--- src/inc/serial_pkg.sv ---
// Notes on behaviour
// - four separate request lines: receive error, receive full, transmit empty, transmit end.
// - requests are gated by the tx, rx and tx-end enable bits in control.
// - transmit-empty request follows the transmit-empty flag.
// - writing the transmit holding register clears the transmit-empty flag while transmit is enabled.
// - receive-full request follows the receive-full flag.
// - reading the receive holding register clears the receive-full flag.
// - receive-error request when overrun, parity or framing flag is set.
// - transmit-end request follows the transmit-end flag, set when sending completes with no new data waiting.
// - fixed priority: receive error, receive full, transmit empty, transmit end.
// - moving holding data into the shift register sets transmit-empty.
// - holding register accepts writes at any time; early writes overwrite data.
// - overrun sets its flag, keeps receive-full, discards the received word.
// - framing and parity errors set flags, keep receive-full low, store the word.
// - receiver keeps running during a break, so framing error sets again.
// - port register holds pin direction and level bits, both reset to one.
// - while transmit is disabled the pin shows the port level bit.
// - clearing transmit enable resets the transmitter at once.
// - synchronous mode: any receive error flag blocks the start of transmission.
// - asynchronous receiver uses sixteen ticks per bit, aligned to start edge.
// - each asynchronous bit is sampled on the eighth tick of the bit.
// - rx enable cleared late in the last bit: receive-full set, no copy.
// - asynchronous mode has no late-clear rule: clearing rx enable drops the frame, no flag set.
// - receive-error request only with the receive interrupt enable set.
// - transmit-end request only with its enable set.
package serial_pkg;
    // register map
    localparam logic [2:0] OFF_CTRL = 3'h0;
    localparam logic [2:0] OFF_STAT = 3'h1;
    localparam logic [2:0] OFF_TXH = 3'h2;
    localparam logic [2:0] OFF_RXH = 3'h3;
    localparam logic [2:0] OFF_PORT = 3'h4;
    // control bits
    localparam int CB_TIE = 7;
    localparam int CB_RIE = 6;
    localparam int CB_TE = 5;
    localparam int CB_RE = 4;
    localparam int CB_TX_END_IRQ_ENABLE = 2;
    localparam int CB_SYNC = 1;
    localparam int CB_PAR = 0;
    // status bits
    localparam int SB_TXE = 7;
    localparam int SB_RXF = 6;
    localparam int SB_OVR = 5;
    localparam int SB_FER = 4;
    localparam int SB_PER = 3;
    localparam int SB_TX_END_FLAG = 2;
    // port bits
    localparam int PB_LVL = 0;
    localparam int PB_DIR = 1;
    localparam int PB_PIN = 2;
    // reset values
    localparam logic [7:0] CTRL_RST = 8'h00;
    localparam logic [7:0] STAT_RST = 8'h84;
    localparam logic [1:0] PORT_RST = 2'h3;
    // timing in base ticks and cycles
    localparam logic [3:0] PH_LAST = 4'hf;
    localparam logic [3:0] SAMPLE_PH = 4'h7;
    localparam logic [1:0] RX_XFER_CYC = 2'h3;
    // interrupt priority codes
    localparam logic [2:0] IRQ_NONE = 3'h0;
    localparam logic [2:0] IRQ_TX_END_FLAG = 3'h1;
    localparam logic [2:0] IRQ_TXE = 3'h2;
    localparam logic [2:0] IRQ_RXF = 3'h3;
    localparam logic [2:0] IRQ_ERR = 3'h4;
    typedef enum logic [0:0] {TX_IDLE, TX_RUN} tx_state_type;
    typedef enum logic [0:0] {RX_IDLE, RX_RUN} rx_state_type;
endpackage : serial_pkg
--- src/hdl/serial_channel.sv ---
// The strobed register port and the placing of the registers were left to the implementer.
`timescale 1ns/1ns
`default_nettype none
module serial_channel
    import serial_pkg::*;
#(
    parameter int BAUD_DIV = 4
)
(
    input wire logic clock_i,
    input wire logic rst_n_i,
    input wire logic ce_i,
    input wire logic [2:0] addr_i,
    input wire logic [7:0] wdata_i,
    input wire logic wr_i,
    input wire logic rd_i,
    output logic [7:0] rdata_o,
    input wire logic rxd_i,
    input wire logic sck_i,
    output logic txd_o,
    output logic txd_oe_o,
    output logic rx_error_irq_o,
    output logic rx_full_irq_o,
    output logic tx_empty_irq_o,
    output logic tx_end_irq_o,
    output logic [2:0] irq_code_o
);
    // ----------------------------------------
    // parameter check
    // ----------------------------------------
    if (BAUD_DIV < 1 || BAUD_DIV > 65535)
    begin : g_bad_div
        $error("BAUD_DIV out of range");
    end

    logic [7:0] ctrl_q;
    logic tx_empty_q, rx_full_q, ovr_q, fer_q, per_q, tx_end_q;
    logic [7:0] txh_q, rxh_q, rdata_q;
    logic dir_q, lvl_q, txd_q;
    logic [1:0] s1_q, s2_q, s3_q, f_q, p_q;
    logic [15:0] div_q, rdiv_q;
    tx_state_type tx_st_q;
    rx_state_type rx_st_q;
    logic [10:0] tx_fr_q;
    logic [3:0] tx_ph_q, tx_bit_q, rx_ph_q, rx_bit_q;
    logic [7:0] rx_sh_q;
    logic rx_pb_q, brk_q;
    logic [1:0] pend_q;
    logic rx_err_irq_q, rx_full_irq_q, tx_empty_irq_q, tx_end_irq_q;
    logic [2:0] irq_code_q;

    // ----------------------------------------
    // decode and control bits
    // ----------------------------------------
    logic te, re, sync, par_en, err_any;
    logic wr_stat, wr_txh, rd_rxh;
    assign te = ctrl_q[CB_TE];
    assign re = ctrl_q[CB_RE];
    assign sync = ctrl_q[CB_SYNC];
    assign par_en = ctrl_q[CB_PAR];
    assign err_any = ovr_q | fer_q | per_q;
    assign wr_stat = wr_i && addr_i == OFF_STAT;
    assign wr_txh = wr_i && addr_i == OFF_TXH;
    assign rd_rxh = rd_i && addr_i == OFF_RXH;

    // ----------------------------------------
    // pin synchronisers
    // ----------------------------------------
    logic rxd_f, rxd_p, sck_f, sck_p, sck_rise, sck_fall;
    assign rxd_f = f_q[0];
    assign rxd_p = p_q[0];
    assign sck_f = f_q[1];
    assign sck_p = p_q[1];
    assign sck_rise = sck_f & ~sck_p;
    assign sck_fall = ~sck_f & sck_p;

    // three stages, a change is taken when the last two agree
    always_ff @(posedge clock_i or negedge rst_n_i)
    begin
        if (!rst_n_i)
        begin
            s1_q <= 2'h3;
            s2_q <= 2'h3;
            s3_q <= 2'h3;
            f_q <= 2'h3;
            p_q <= 2'h3;
        end
        else if (ce_i)
        begin
            s1_q <= {sck_i, rxd_i};
            s2_q <= s1_q;
            s3_q <= s2_q;
            if (s2_q == s3_q)
            begin
                f_q <= s3_q;
            end
            p_q <= f_q;
        end
    end

    // ----------------------------------------
    // base tick generators
    // ----------------------------------------
    logic tick, rtick;
    assign tick = div_q == 16'(BAUD_DIV - 1);
    assign rtick = rdiv_q == 16'(BAUD_DIV - 1);

    // ----------------------------------------
    // receiver events
    // ----------------------------------------
    logic rx_start, as_smp, as_fin, sy_fin, sy_abort, rx_fin;
    logic xfer, fer_set, per_set, ovr_set, full_set;
    logic [3:0] rx_last;
    logic [7:0] rx_word;
    assign rx_last = par_en ? 4'ha : 4'h9;
    // falling edge starts a frame; a held break restarts it at once
    assign rx_start = rx_st_q == RX_IDLE && re && !sync
        && !rxd_f && (rxd_p || brk_q);
    assign as_smp = rx_st_q == RX_RUN && rtick && rx_ph_q == SAMPLE_PH;
    assign as_fin = as_smp && rx_bit_q == rx_last;
    assign sy_fin = pend_q == 2'h1 && re;
    assign sy_abort = pend_q != 2'h0 && !re;
    assign rx_fin = as_fin | sy_fin;
    assign rx_word = rx_sh_q;
    // overrun wins over the transfer, errors still flag
    assign ovr_set = rx_fin & rx_full_q;
    assign xfer = rx_fin & ~rx_full_q;
    assign fer_set = as_fin & ~rxd_f;
    assign per_set = as_fin & par_en & (rx_pb_q ^ (^rx_sh_q));
    assign full_set = (xfer & ~fer_set & ~per_set) | sy_abort;

    // ----------------------------------------
    // transmitter events
    // ----------------------------------------
    logic tx_go, tx_done;
    logic [3:0] tx_last;
    logic [10:0] frame;
    assign tx_last = par_en ? 4'ha : 4'h9;
    // start only with data waiting, blocked by errors in sync mode
    assign tx_go = tx_st_q == TX_IDLE && te && !tx_empty_q
        && !(sync && err_any);
    assign tx_done = tx_st_q == TX_RUN && (sync
        ? (sck_rise && tx_bit_q == 4'h7)
        : (tick && tx_ph_q == PH_LAST && tx_bit_q == tx_last));
    always_comb
    begin
        if (sync)
        begin
            frame = {{3{txh_q[7]}}, txh_q};
        end
        else if (par_en)
        begin
            frame = {1'b1, ^txh_q, txh_q, 1'b0};
        end
        else
        begin
            frame = {2'h3, txh_q, 1'b0};
        end
    end

    // ----------------------------------------
    // control and port registers
    // ----------------------------------------
    always_ff @(posedge clock_i or negedge rst_n_i)
    begin
        if (!rst_n_i)
        begin
            ctrl_q <= CTRL_RST;
            dir_q <= PORT_RST[PB_DIR];
            lvl_q <= PORT_RST[PB_LVL];
        end
        else if (ce_i)
        begin
            if (wr_i && addr_i == OFF_CTRL)
            begin
                ctrl_q <= wdata_i;
            end
            if (wr_i && addr_i == OFF_PORT)
            begin
                dir_q <= wdata_i[PB_DIR];
                lvl_q <= wdata_i[PB_LVL];
            end
        end
    end

    // holding register takes every write, even over unsent data
    always_ff @(posedge clock_i or negedge rst_n_i)
    begin
        if (!rst_n_i)
        begin
            txh_q <= 8'hff;
        end
        else if (ce_i && wr_txh)
        begin
            txh_q <= wdata_i;
        end
    end

    // ----------------------------------------
    // status flags, hardware set wins over clear
    // ----------------------------------------
    logic clr_txe, clr_rxf;
    assign clr_txe = wr_txh | (wr_stat & ~wdata_i[SB_TXE]);
    assign clr_rxf = rd_rxh | (wr_stat & ~wdata_i[SB_RXF]);

    always_ff @(posedge clock_i or negedge rst_n_i)
    begin
        if (!rst_n_i)
        begin
            tx_empty_q <= STAT_RST[SB_TXE];
            rx_full_q <= STAT_RST[SB_RXF];
            ovr_q <= STAT_RST[SB_OVR];
            fer_q <= STAT_RST[SB_FER];
            per_q <= STAT_RST[SB_PER];
            tx_end_q <= STAT_RST[SB_TX_END_FLAG];
        end
        else if (ce_i)
        begin
            tx_empty_q <= tx_go | ~te | (tx_empty_q & ~clr_txe);
            // an overrun holds receive-full up even against a same-cycle read
            rx_full_q <= full_set | ovr_set | (rx_full_q & ~clr_rxf);
            ovr_q <= ovr_set | (ovr_q & ~(wr_stat & ~wdata_i[SB_OVR]));
            fer_q <= fer_set | (fer_q & ~(wr_stat & ~wdata_i[SB_FER]));
            per_q <= per_set | (per_q & ~(wr_stat & ~wdata_i[SB_PER]));
            // transmit end when sending finishes with no new data written in time, and held set while transmit is disabled
            tx_end_q <= (tx_done & tx_empty_q) | ~te
                | (tx_end_q & ~tx_go);
        end
    end

    // receive holding register is loaded on every transfer, framing and parity errors included
    always_ff @(posedge clock_i or negedge rst_n_i)
    begin
        if (!rst_n_i)
        begin
            rxh_q <= 8'h00;
        end
        else if (ce_i && xfer)
        begin
            rxh_q <= rx_word;
        end
    end

    // ----------------------------------------
    // transmitter
    // ----------------------------------------
    always_ff @(posedge clock_i or negedge rst_n_i)
    begin
        if (!rst_n_i)
        begin
            div_q <= 16'h0000;
        end
        else if (ce_i)
        begin
            div_q <= tick ? 16'h0000 : div_q + 16'h0001;
        end
    end

    // disabling drops any frame in flight
    always_ff @(posedge clock_i or negedge rst_n_i)
    begin
        if (!rst_n_i)
        begin
            tx_st_q <= TX_IDLE;
            tx_fr_q <= 11'h7ff;
            tx_ph_q <= 4'h0;
            tx_bit_q <= 4'h0;
        end
        else if (ce_i)
        begin
            if (!te)
            begin
                tx_st_q <= TX_IDLE;
                tx_fr_q <= 11'h7ff;
                tx_ph_q <= 4'h0;
                tx_bit_q <= 4'h0;
            end
            else if (tx_go)
            begin
                tx_st_q <= TX_RUN;
                tx_fr_q <= frame;
                tx_ph_q <= 4'h0;
                tx_bit_q <= 4'h0;
            end
            else if (tx_done)
            begin
                tx_st_q <= TX_IDLE;
            end
            else if (tx_st_q == TX_RUN && sync)
            begin
                // data changes on falling clock, sampled on rising
                if (sck_rise)
                begin
                    tx_bit_q <= tx_bit_q + 4'h1;
                end
                if (sck_fall && tx_bit_q != 4'h0)
                begin
                    tx_fr_q <= {tx_fr_q[10], tx_fr_q[10:1]};
                end
            end
            else if (tx_st_q == TX_RUN && tick)
            begin
                tx_ph_q <= tx_ph_q + 4'h1;
                if (tx_ph_q == PH_LAST)
                begin
                    tx_fr_q <= {tx_fr_q[10], tx_fr_q[10:1]};
                    tx_bit_q <= tx_bit_q + 4'h1;
                end
            end
        end
    end

    // pin shows the port level until transmit is enabled
    always_ff @(posedge clock_i or negedge rst_n_i)
    begin
        if (!rst_n_i)
        begin
            txd_q <= 1'b1;
        end
        else if (ce_i)
        begin
            txd_q <= te ? tx_fr_q[0] : lvl_q;
        end
    end

    assign txd_o = txd_q;
    assign txd_oe_o = te | dir_q;

    // ----------------------------------------
    // receiver
    // ----------------------------------------
    always_ff @(posedge clock_i or negedge rst_n_i)
    begin
        if (!rst_n_i)
        begin
            rdiv_q <= 16'h0000;
        end
        else if (ce_i)
        begin
            if (rx_start || rtick)
            begin
                rdiv_q <= 16'h0000;
            end
            else
            begin
                rdiv_q <= rdiv_q + 16'h0001;
            end
        end
    end

    // asynchronous frame: start, data, optional parity, stop
    always_ff @(posedge clock_i or negedge rst_n_i)
    begin
        if (!rst_n_i)
        begin
            rx_st_q <= RX_IDLE;
            rx_ph_q <= 4'h0;
            rx_bit_q <= 4'h0;
            rx_pb_q <= 1'b0;
            brk_q <= 1'b0;
        end
        else if (ce_i)
        begin
            if (!re || sync)
            begin
                rx_st_q <= RX_IDLE;
            end
            else if (rx_start)
            begin
                rx_st_q <= RX_RUN;
                rx_ph_q <= 4'h0;
                rx_bit_q <= 4'h0;
            end
            else if (rx_st_q == RX_RUN && rtick)
            begin
                rx_ph_q <= rx_ph_q + 4'h1;
                if (as_smp)
                begin
                    if (rx_bit_q == 4'h0 && rxd_f)
                    begin
                        rx_st_q <= RX_IDLE; // glitch, not a start
                    end
                    if (rx_bit_q == 4'h9 && par_en)
                    begin
                        rx_pb_q <= rxd_f;
                    end
                    if (as_fin)
                    begin
                        rx_st_q <= RX_IDLE;
                        brk_q <= ~rxd_f;
                    end
                end
                if (rx_ph_q == PH_LAST)
                begin
                    rx_bit_q <= rx_bit_q + 4'h1;
                end
            end
            if (rx_start && !rxd_p)
            begin
                brk_q <= 1'b0;
            end
        end
    end

    // shift register, fed by the async sampler or sync rising clock
    always_ff @(posedge clock_i or negedge rst_n_i)
    begin
        if (!rst_n_i)
        begin
            rx_sh_q <= 8'h00;
        end
        else if (ce_i)
        begin
            if (as_smp && rx_bit_q >= 4'h1 && rx_bit_q <= 4'h8)
            begin
                rx_sh_q <= {rxd_f, rx_sh_q[7:1]};
            end
            else if (sync && re && sck_rise)
            begin
                rx_sh_q <= {rxd_f, rx_sh_q[7:1]};
            end
        end
    end

    // sync mode bit count and delayed transfer window
    logic [3:0] sy_cnt_q;
    always_ff @(posedge clock_i or negedge rst_n_i)
    begin
        if (!rst_n_i)
        begin
            sy_cnt_q <= 4'h0;
            pend_q <= 2'h0;
        end
        else if (ce_i)
        begin
            if (!sync)
            begin
                sy_cnt_q <= 4'h0;
                pend_q <= 2'h0;
            end
            else if (sy_abort)
            begin
                pend_q <= 2'h0;
                sy_cnt_q <= 4'h0;
            end
            else if (re && sck_rise)
            begin
                sy_cnt_q <= (sy_cnt_q == 4'h7) ? 4'h0 : sy_cnt_q + 4'h1;
                if (sy_cnt_q == 4'h7)
                begin
                    pend_q <= RX_XFER_CYC;
                end
            end
            else if (pend_q != 2'h0)
            begin
                pend_q <= pend_q - 2'h1;
            end
        end
    end

    // ----------------------------------------
    // interrupt requests and priority
    // ----------------------------------------
    logic req_err, req_rxf, req_txe, req_tx_end_flag;
    assign req_err = err_any & ctrl_q[CB_RIE];
    assign req_rxf = rx_full_q & ctrl_q[CB_RIE];
    assign req_txe = tx_empty_q & ctrl_q[CB_TIE];
    assign req_tx_end_flag = tx_end_q & ctrl_q[CB_TX_END_IRQ_ENABLE];

    always_ff @(posedge clock_i or negedge rst_n_i)
    begin
        if (!rst_n_i)
        begin
            rx_err_irq_q <= 1'b0;
            rx_full_irq_q <= 1'b0;
            tx_empty_irq_q <= 1'b0;
            tx_end_irq_q <= 1'b0;
            irq_code_q <= IRQ_NONE;
        end
        else if (ce_i)
        begin
            rx_err_irq_q <= req_err;
            rx_full_irq_q <= req_rxf;
            tx_empty_irq_q <= req_txe;
            tx_end_irq_q <= req_tx_end_flag;
            if (req_err)
            begin
                irq_code_q <= IRQ_ERR;
            end
            else if (req_rxf)
            begin
                irq_code_q <= IRQ_RXF;
            end
            else if (req_txe)
            begin
                irq_code_q <= IRQ_TXE;
            end
            else
            begin
                irq_code_q <= req_tx_end_flag ? IRQ_TX_END_FLAG : IRQ_NONE;
            end
        end
    end

    assign rx_error_irq_o = rx_err_irq_q;
    assign rx_full_irq_o = rx_full_irq_q;
    assign tx_empty_irq_o = tx_empty_irq_q;
    assign tx_end_irq_o = tx_end_irq_q;
    assign irq_code_o = irq_code_q;

    // ----------------------------------------
    // read port
    // ----------------------------------------
    always_ff @(posedge clock_i or negedge rst_n_i)
    begin
        if (!rst_n_i)
        begin
            rdata_q <= 8'h00;
        end
        else if (ce_i)
        begin
            rdata_q <= 8'h00;
            if (rd_i)
            begin
                case (addr_i)
                    OFF_CTRL: rdata_q <= ctrl_q;
                    OFF_STAT: rdata_q <= {tx_empty_q, rx_full_q, ovr_q,
                        fer_q, per_q, tx_end_q, 2'h0};
                    OFF_TXH: rdata_q <= txh_q;
                    OFF_RXH: rdata_q <= rxh_q;
                    OFF_PORT: rdata_q <= {5'h00, rxd_f, dir_q, lvl_q};
                    default: rdata_q <= 8'h00;
                endcase
            end
        end
    end

    assign rdata_o = rdata_q;
endmodule : serial_channel
`default_nettype wire

--- config.mk ---
export PLATFORM = sky130hd
export DESIGN_NAME = serial_channel
export DESIGN_NICKNAME = d
export VERILOG_FILES = /design/src/inc/serial_pkg.sv /design/src/hdl/serial_channel.sv
export SDC_FILE = /design/constraint.sdc
export NUM_CORES = 1
export LEC_CHECK = 0
export BUFFER_PORTS_ARGS = -buffer_cell sky130_fd_sc_hd__buf_2
export CAP_MARGIN = 20
export CORE_MARGIN = 8
export CORE_UTILIZATION = 39
export DETAILED_ROUTE_END_ITERATION = 10
export GPL_ROUTABILITY_DRIVEN = 0
export SYNTH_ARGS = -nofsm -noshare
export SYNTH_HDL_FRONTEND = slang
export SYNTH_SLANG_ARGS = --single-unit
--- constraint.sdc ---
create_clock -name clock_i -period 3.28 [get_ports clock_i]
set_clock_uncertainty 0.15 [all_clocks]
set_input_delay 0 -clock clock_i [delete_from_list [all_inputs] [get_ports clock_i]]
set_output_delay 0 -clock clock_i [all_outputs]
set_load 0.05 [all_outputs]
-- Word-level counts from Yosys, hierarchy flattened
Cells that the tools add are included.
- flip-flop bits (word level): 135
- word-level logic and storage cells: 280
- input port bits: 18
- reduce and logical (&&, ||, !) cells: 75
- $add $sub $neg: 8
- magnitude comparators: 2
- bitwise operators: 64
- mux-type cells: 63
- equal/unequal tests: 30
- operator list (cell ; number):
    $mux W4 ; 21
    $mux W11 ; 5
    $mux W10 ; 4
    $pmux W8 S5 ; 1
    $logic_and A1 B1 Y1 ; 35
    $add A16 B1 Y16 const B ; 2
    $eq A16 B2 Y1 const B ; 2
    $mux W16 ; 2
    $and A1 B1 Y1 ; 25
    $mux W8 ; 3
    $not A1 Y1 ; 22
    $add A4 B1 Y4 const B ; 5
    $mux W1 ; 18
    $mux W2 ; 8
    $or A1 B1 Y1 ; 16
    $reduce_xor A8 Y1 ; 2
    $reduce_and A2 Y1 ; 7
    $reduce_bool A2 Y1 ; 7
    $eq A4 B3 Y1 const B ; 3
    $eq A4 B4 Y1 const B ; 3
    $ne A4 B1 Y1 const B ; 3
    $reduce_and A4 Y1 ; 3
    $reduce_and A6 Y1 ; 2
    $reduce_and A5 Y1 ; 2
    other kinds (23) ; 41

-- Logic depth before layout (Yosys ltp)
- word-level depth: 11
- gate-level depth with buffers: 8

-- Worst setup path before layout
Ideal clock, no wire load.
- path type: reg-to-reg
- start: reg rdiv_q[12]
- end: reg rxh_q[0]
- data required time: 3005 ps
- buffers on the path: 1
- setup slack: 901 ps
- cell stages (with the launch flop): 8
- library setup time: 125 ps
- data arrival time: 2104 ps
- cell sequence: dfrtp_1 > nor4_2 > nand3_1 > or4_4 > a21o_1 > nand2b_4 > buf_6 > mux2_4
- word-level cells in the longest chain between the ends: 7
- ends and longest elaborated chain (item ; line ; RTL):
    from (decl) ; serial_channel.sv:41 ; logic [15:0] div_q, rdiv_q;
    from (signal assigned) ; serial_channel.sv:346 ; rdiv_q <= rdiv_q + 16'h0001;
    $eq A16 B2 Y1 ; serial_channel.sv:106 ; assign rtick = rdiv_q == 16'(BAUD_DIV - 1);
    $logic_and A1 B1 Y1 (2 in a row) ; serial_channel.sv:119 ; assign as_smp = rx_st_q == RX_RUN && rtick && rx_ph_q == SAMPLE_PH;
    $logic_and A1 B1 Y1 ; serial_channel.sv:120 ; assign as_fin = as_smp && rx_bit_q == rx_last;
    $or A1 B1 Y1 ; serial_channel.sv:123 ; assign rx_fin = as_fin | sy_fin;
    $and A1 B1 Y1 ; serial_channel.sv:127 ; assign xfer = rx_fin & ~rx_full_q;
    $logic_and A1 B1 Y1 ; serial_channel.sv:238 ; else if (ce_i && xfer)
    to (signal assigned) ; serial_channel.sv:240 ; rxh_q <= rx_word;
    to (decl) ; serial_channel.sv:38 ; logic [7:0] txh_q, rxh_q, rdata_q;
No other way between the ends.
A chain may end at the register's enable or synchronous reset.

-- Worst setup path in the final report
- start: reg rdiv_q[11]
- end: reg rxh_q[3]
Same word-level chain as after synthesis.

==> run metrics <==
Hold Fails Final Rpt=0; Starting Density=39.3%; TritonCTS clock tree=yes; WP data arrival=2.77 ns; Lkg Pwr=3.60 nW; most common cell in the netlist=dfrtp_1; Syn Area/Cell=10.8 sq um; Syn Inst Count=645; post-synth top area share=35.9%; crit-path cells=nor4_1, nand3_1, or4_4, a21o_1, nand2b_4, mux2_4; Total GRT Usage=14.5%; Post-CTS Resized=0; largest net degree at the start of global routing=66; Worst Max-Slew Pin Slew=1.03 ns; clock root buffer=clkbuf_16; max frequency=382 MHz; Die Wd=150 um; global-route wire length before repair=26.2 mm; vias=5083; dominant synthesized flop cell=dfrtp_1; final setup margin=0.662 ns; CP max FO=8; fin cells=942; top post-synthesis cells by count=dfrtp_1 (100), nand2_1 (63), mux2_2 (53); status=complete, no violations; fin crit period=2.62 ns; # port buffers=34; critical path data required time=3.43 ns; Max VDD drop=0.492 mV; post-route cell area=8120 sq um; Post-synth EDFFs=0; synthesized net count=676; Pre-antenna DRT Iters=7; RSZ-0062 raised after global routing=false; buffers plus inverters on the worst setup path=0; num rows=49; Startpoint Class=flip-flop; Area contributors post-synth=dfrtp_1 (36%), dfstp_2 (13%), mux2_2 (8.6%); n_diodes=0; fin crit share=79.8%; worst setup path class=reg -> reg; final setup TNS=0 ns; DIE HEIGHT=150 um; drt via density=5.40; Warnings, synthesis=0; Pwr Density=665 nW/um^2; FILL cells=1642; Worst Hold Class=in -> reg; sequential share of the synthesized area=48.7%; Post-route DRC=0; number of global-route vias before repair=5096; Initial DRC Count=273; die area=22400 sq um; Slew Limit Fails=0; Total Wirelength=15.4 mm; asr flop ratio synth=100%; Clock Latency Late Sink=0.42 ns; clock-pin transition on the worst setup and hold timing paths=0.05 ns; placed cell areas=7410 sq um; Mapped Area=6970 sq um; Post-Route M1 WL=7.34 mm; ANT nets after route=0; wire per inst=16.3 um; dpl cells=893; delay-heaviest family, CP=simple AND/OR/NAND/NOR gates; Critical Path End Type=flip-flop; Setup violations, final=0; synth-to-layout area growth=16.5%; layout cell share with drive strength beyond 1=26.2%; count of cell types in the netlist=65; grt ovf=0; Crit-path slowest cell=or4_4; Yosys top cell by area=dfrtp_1; post-synthesis register bit count=134; pre-CTS setup slack=0.686 ns; DR WL met2=7.25 mm; H-tree depth=4; DP HPWL=10.8 mm; WHS=0.0222 ns; cts bufs inserted=17; CTS sink count=134; Clock Tree Buf Depth=2; Slowest Stage Delay on Critical Path=0.50 ns; I/O pin count=35; uppermost layer routed=met4; Final nets=731; initial antenna violation count=0; Core Area=17700 sq um; max-cap violation count=0; metal3 WL=546 um; relative slew slack=31.0%
==> flip-flops by register name (all words and copies together) (netlist names), 4 cells and up <==
| register | flops |
|---|---|
| txh_q | 8 |
| ctrl_q | 8 |
| rdata_o | 8 |
| rx_sh_q | 8 |
| rxh_q | 8 |
| tx_ph_q | 4 |
| div_q | 16 |
| tx_fr_q | 11 |
| rdiv_q | 16 |
| sy_cnt_q | 4 |
| rx_ph_q | 4 |
| rx_bit_q | 4 |
| tx_bit_q | 4 |
==> worst reg2reg max path, cell delays in order, from the launching register on <==
cell and delay [ns]:
dfrtp_1 0.42, nor4_1 0.40, nand3_1 0.28, or4_4 0.50, a21o_1 0.22, nand2b_4 0.21, mux2_4 0.32
==> what timing repair did <==
| item | in CTS | in global routing |
|---|---|---|
| hold endpoints to repair | 106 | 0 |
| setup buffers | 0 | 0 |
| hold buffers | 17 | 0 |
==> power by group <==
part | leakage (nW) | internal (mW) | total [mW] | switching (mW)
clock | 0.269 | 1.03 | 1.72 | 0.684
sequential | 1.70 | 2.00 | 2.33 | 0.334
combinational | 1.64 | 0.570 | 1.35 | 0.782
==> metrics by stage <==
stage          total power, mW  util [%]
2_1_floorplan             3.30         -
3_3_place_gp              3.64      41.8
3_5_place_dp              3.69      41.8
4_1_cts                   5.46      45.8
5_1_grt                   5.73      45.8
6_report                  5.40      45.8
==> metal layers <==
layer	GRT usage [%]	vias to the layer above
li1	-	2434
met1	19.9	2546
met2	22.3	83
met3	3.08	20
met4	5.35	0
met5	0	-
==> cell type report <==
class / instances / area [sq um] / area share (%)
well taps: 229 / 287 / 3.53
repair buffers: 62 / 438 / 5.39
inverters: 20 / 75.1 / 0.925
clock inverters: 10 / 53.8 / 0.663
clock buffers: 22 / 484 / 5.96
flip-flops and latches: 134 / 3400 / 41.8
multi-input cells: 465 / 3380 / 41.7
==> logic make-up (layout without fill, tap and decap cells) <==
| logic type | count (synthesis) | after routing | synth area share [%] |
|---|---|---|---|
| flops | 134 | 134 | 48.7 |
| compound gates | 115 | 115 | 11.2 |
| fa+ha+maj | 13 | 13 | 2.33 |
| buf+inv | 46 | 114 | 2.69 |
| simple gates | 217 | 217 | 16.0 |
| mux | 77 | 77 | 13.5 |
| xor+xnor | 43 | 43 | 5.60 |
==> cells in the final DEF, fill, tap and decap left out, types with 5 or more instances in the layout <==
| master | count |
|---|---|
| dfrtp_1 | 100 |
| nand2_1 | 63 |
| mux2_2 | 53 |
| nor2_1 | 47 |
| dfstp_2 | 34 |
| buf_2 | 33 |
| o21ai_0 | 32 |
| xnor2_1 | 29 |
| nand3_1 | 27 |
| inv_1 | 19 |
| a21oi_1 | 18 |
| clkbuf_16 | 17 |
| dlygate4sd3_1 | 17 |
| xor2_1 | 13 |
| nand4_1 | 13 |
| ha_1 | 13 |
| and3_1 | 12 |
| mux2i_1 | 11 |
| buf_4 | 11 |
| o211ai_1 | 10 |
| o2bb2ai_1 | 9 |
| mux2_4 | 8 |
| nor4_1 | 7 |
| or3_1 | 7 |
| clkinv_2 | 7 |
| o31ai_1 | 6 |
| a21o_1 | 6 |
| nand2b_1 | 6 |
| nor3_1 | 6 |
| a22o_1 | 5 |
| mux4_2 | 5 |
| a31oi_1 | 5 |
==> path summary, 6_finish.rpt <==
| path | from | to | slack [ns] | depth (start not counted) |
|---|---|---|---|---|
| setup / recovery | rdiv_q[11] | rxh_q[3] | 0.66 | 6 |
| hold / removal | addr_i[0] | rdata_o[0] | 0.02 | 4 |
| setup reg to reg | rdiv_q[11] | rxh_q[3] | 0.66 | 6 |
| hold reg to reg | irq_code_o[1] | irq_code_o[1] | 0.32 | 1 |
| max in group asynchronous | rst_n_i | s1_q[1] | 2.06 | 3 |
| min in group asynchronous | rst_n_i | tx_end_irq_o | 0.10 | 2 |
(Power assumes the default switching activity.)
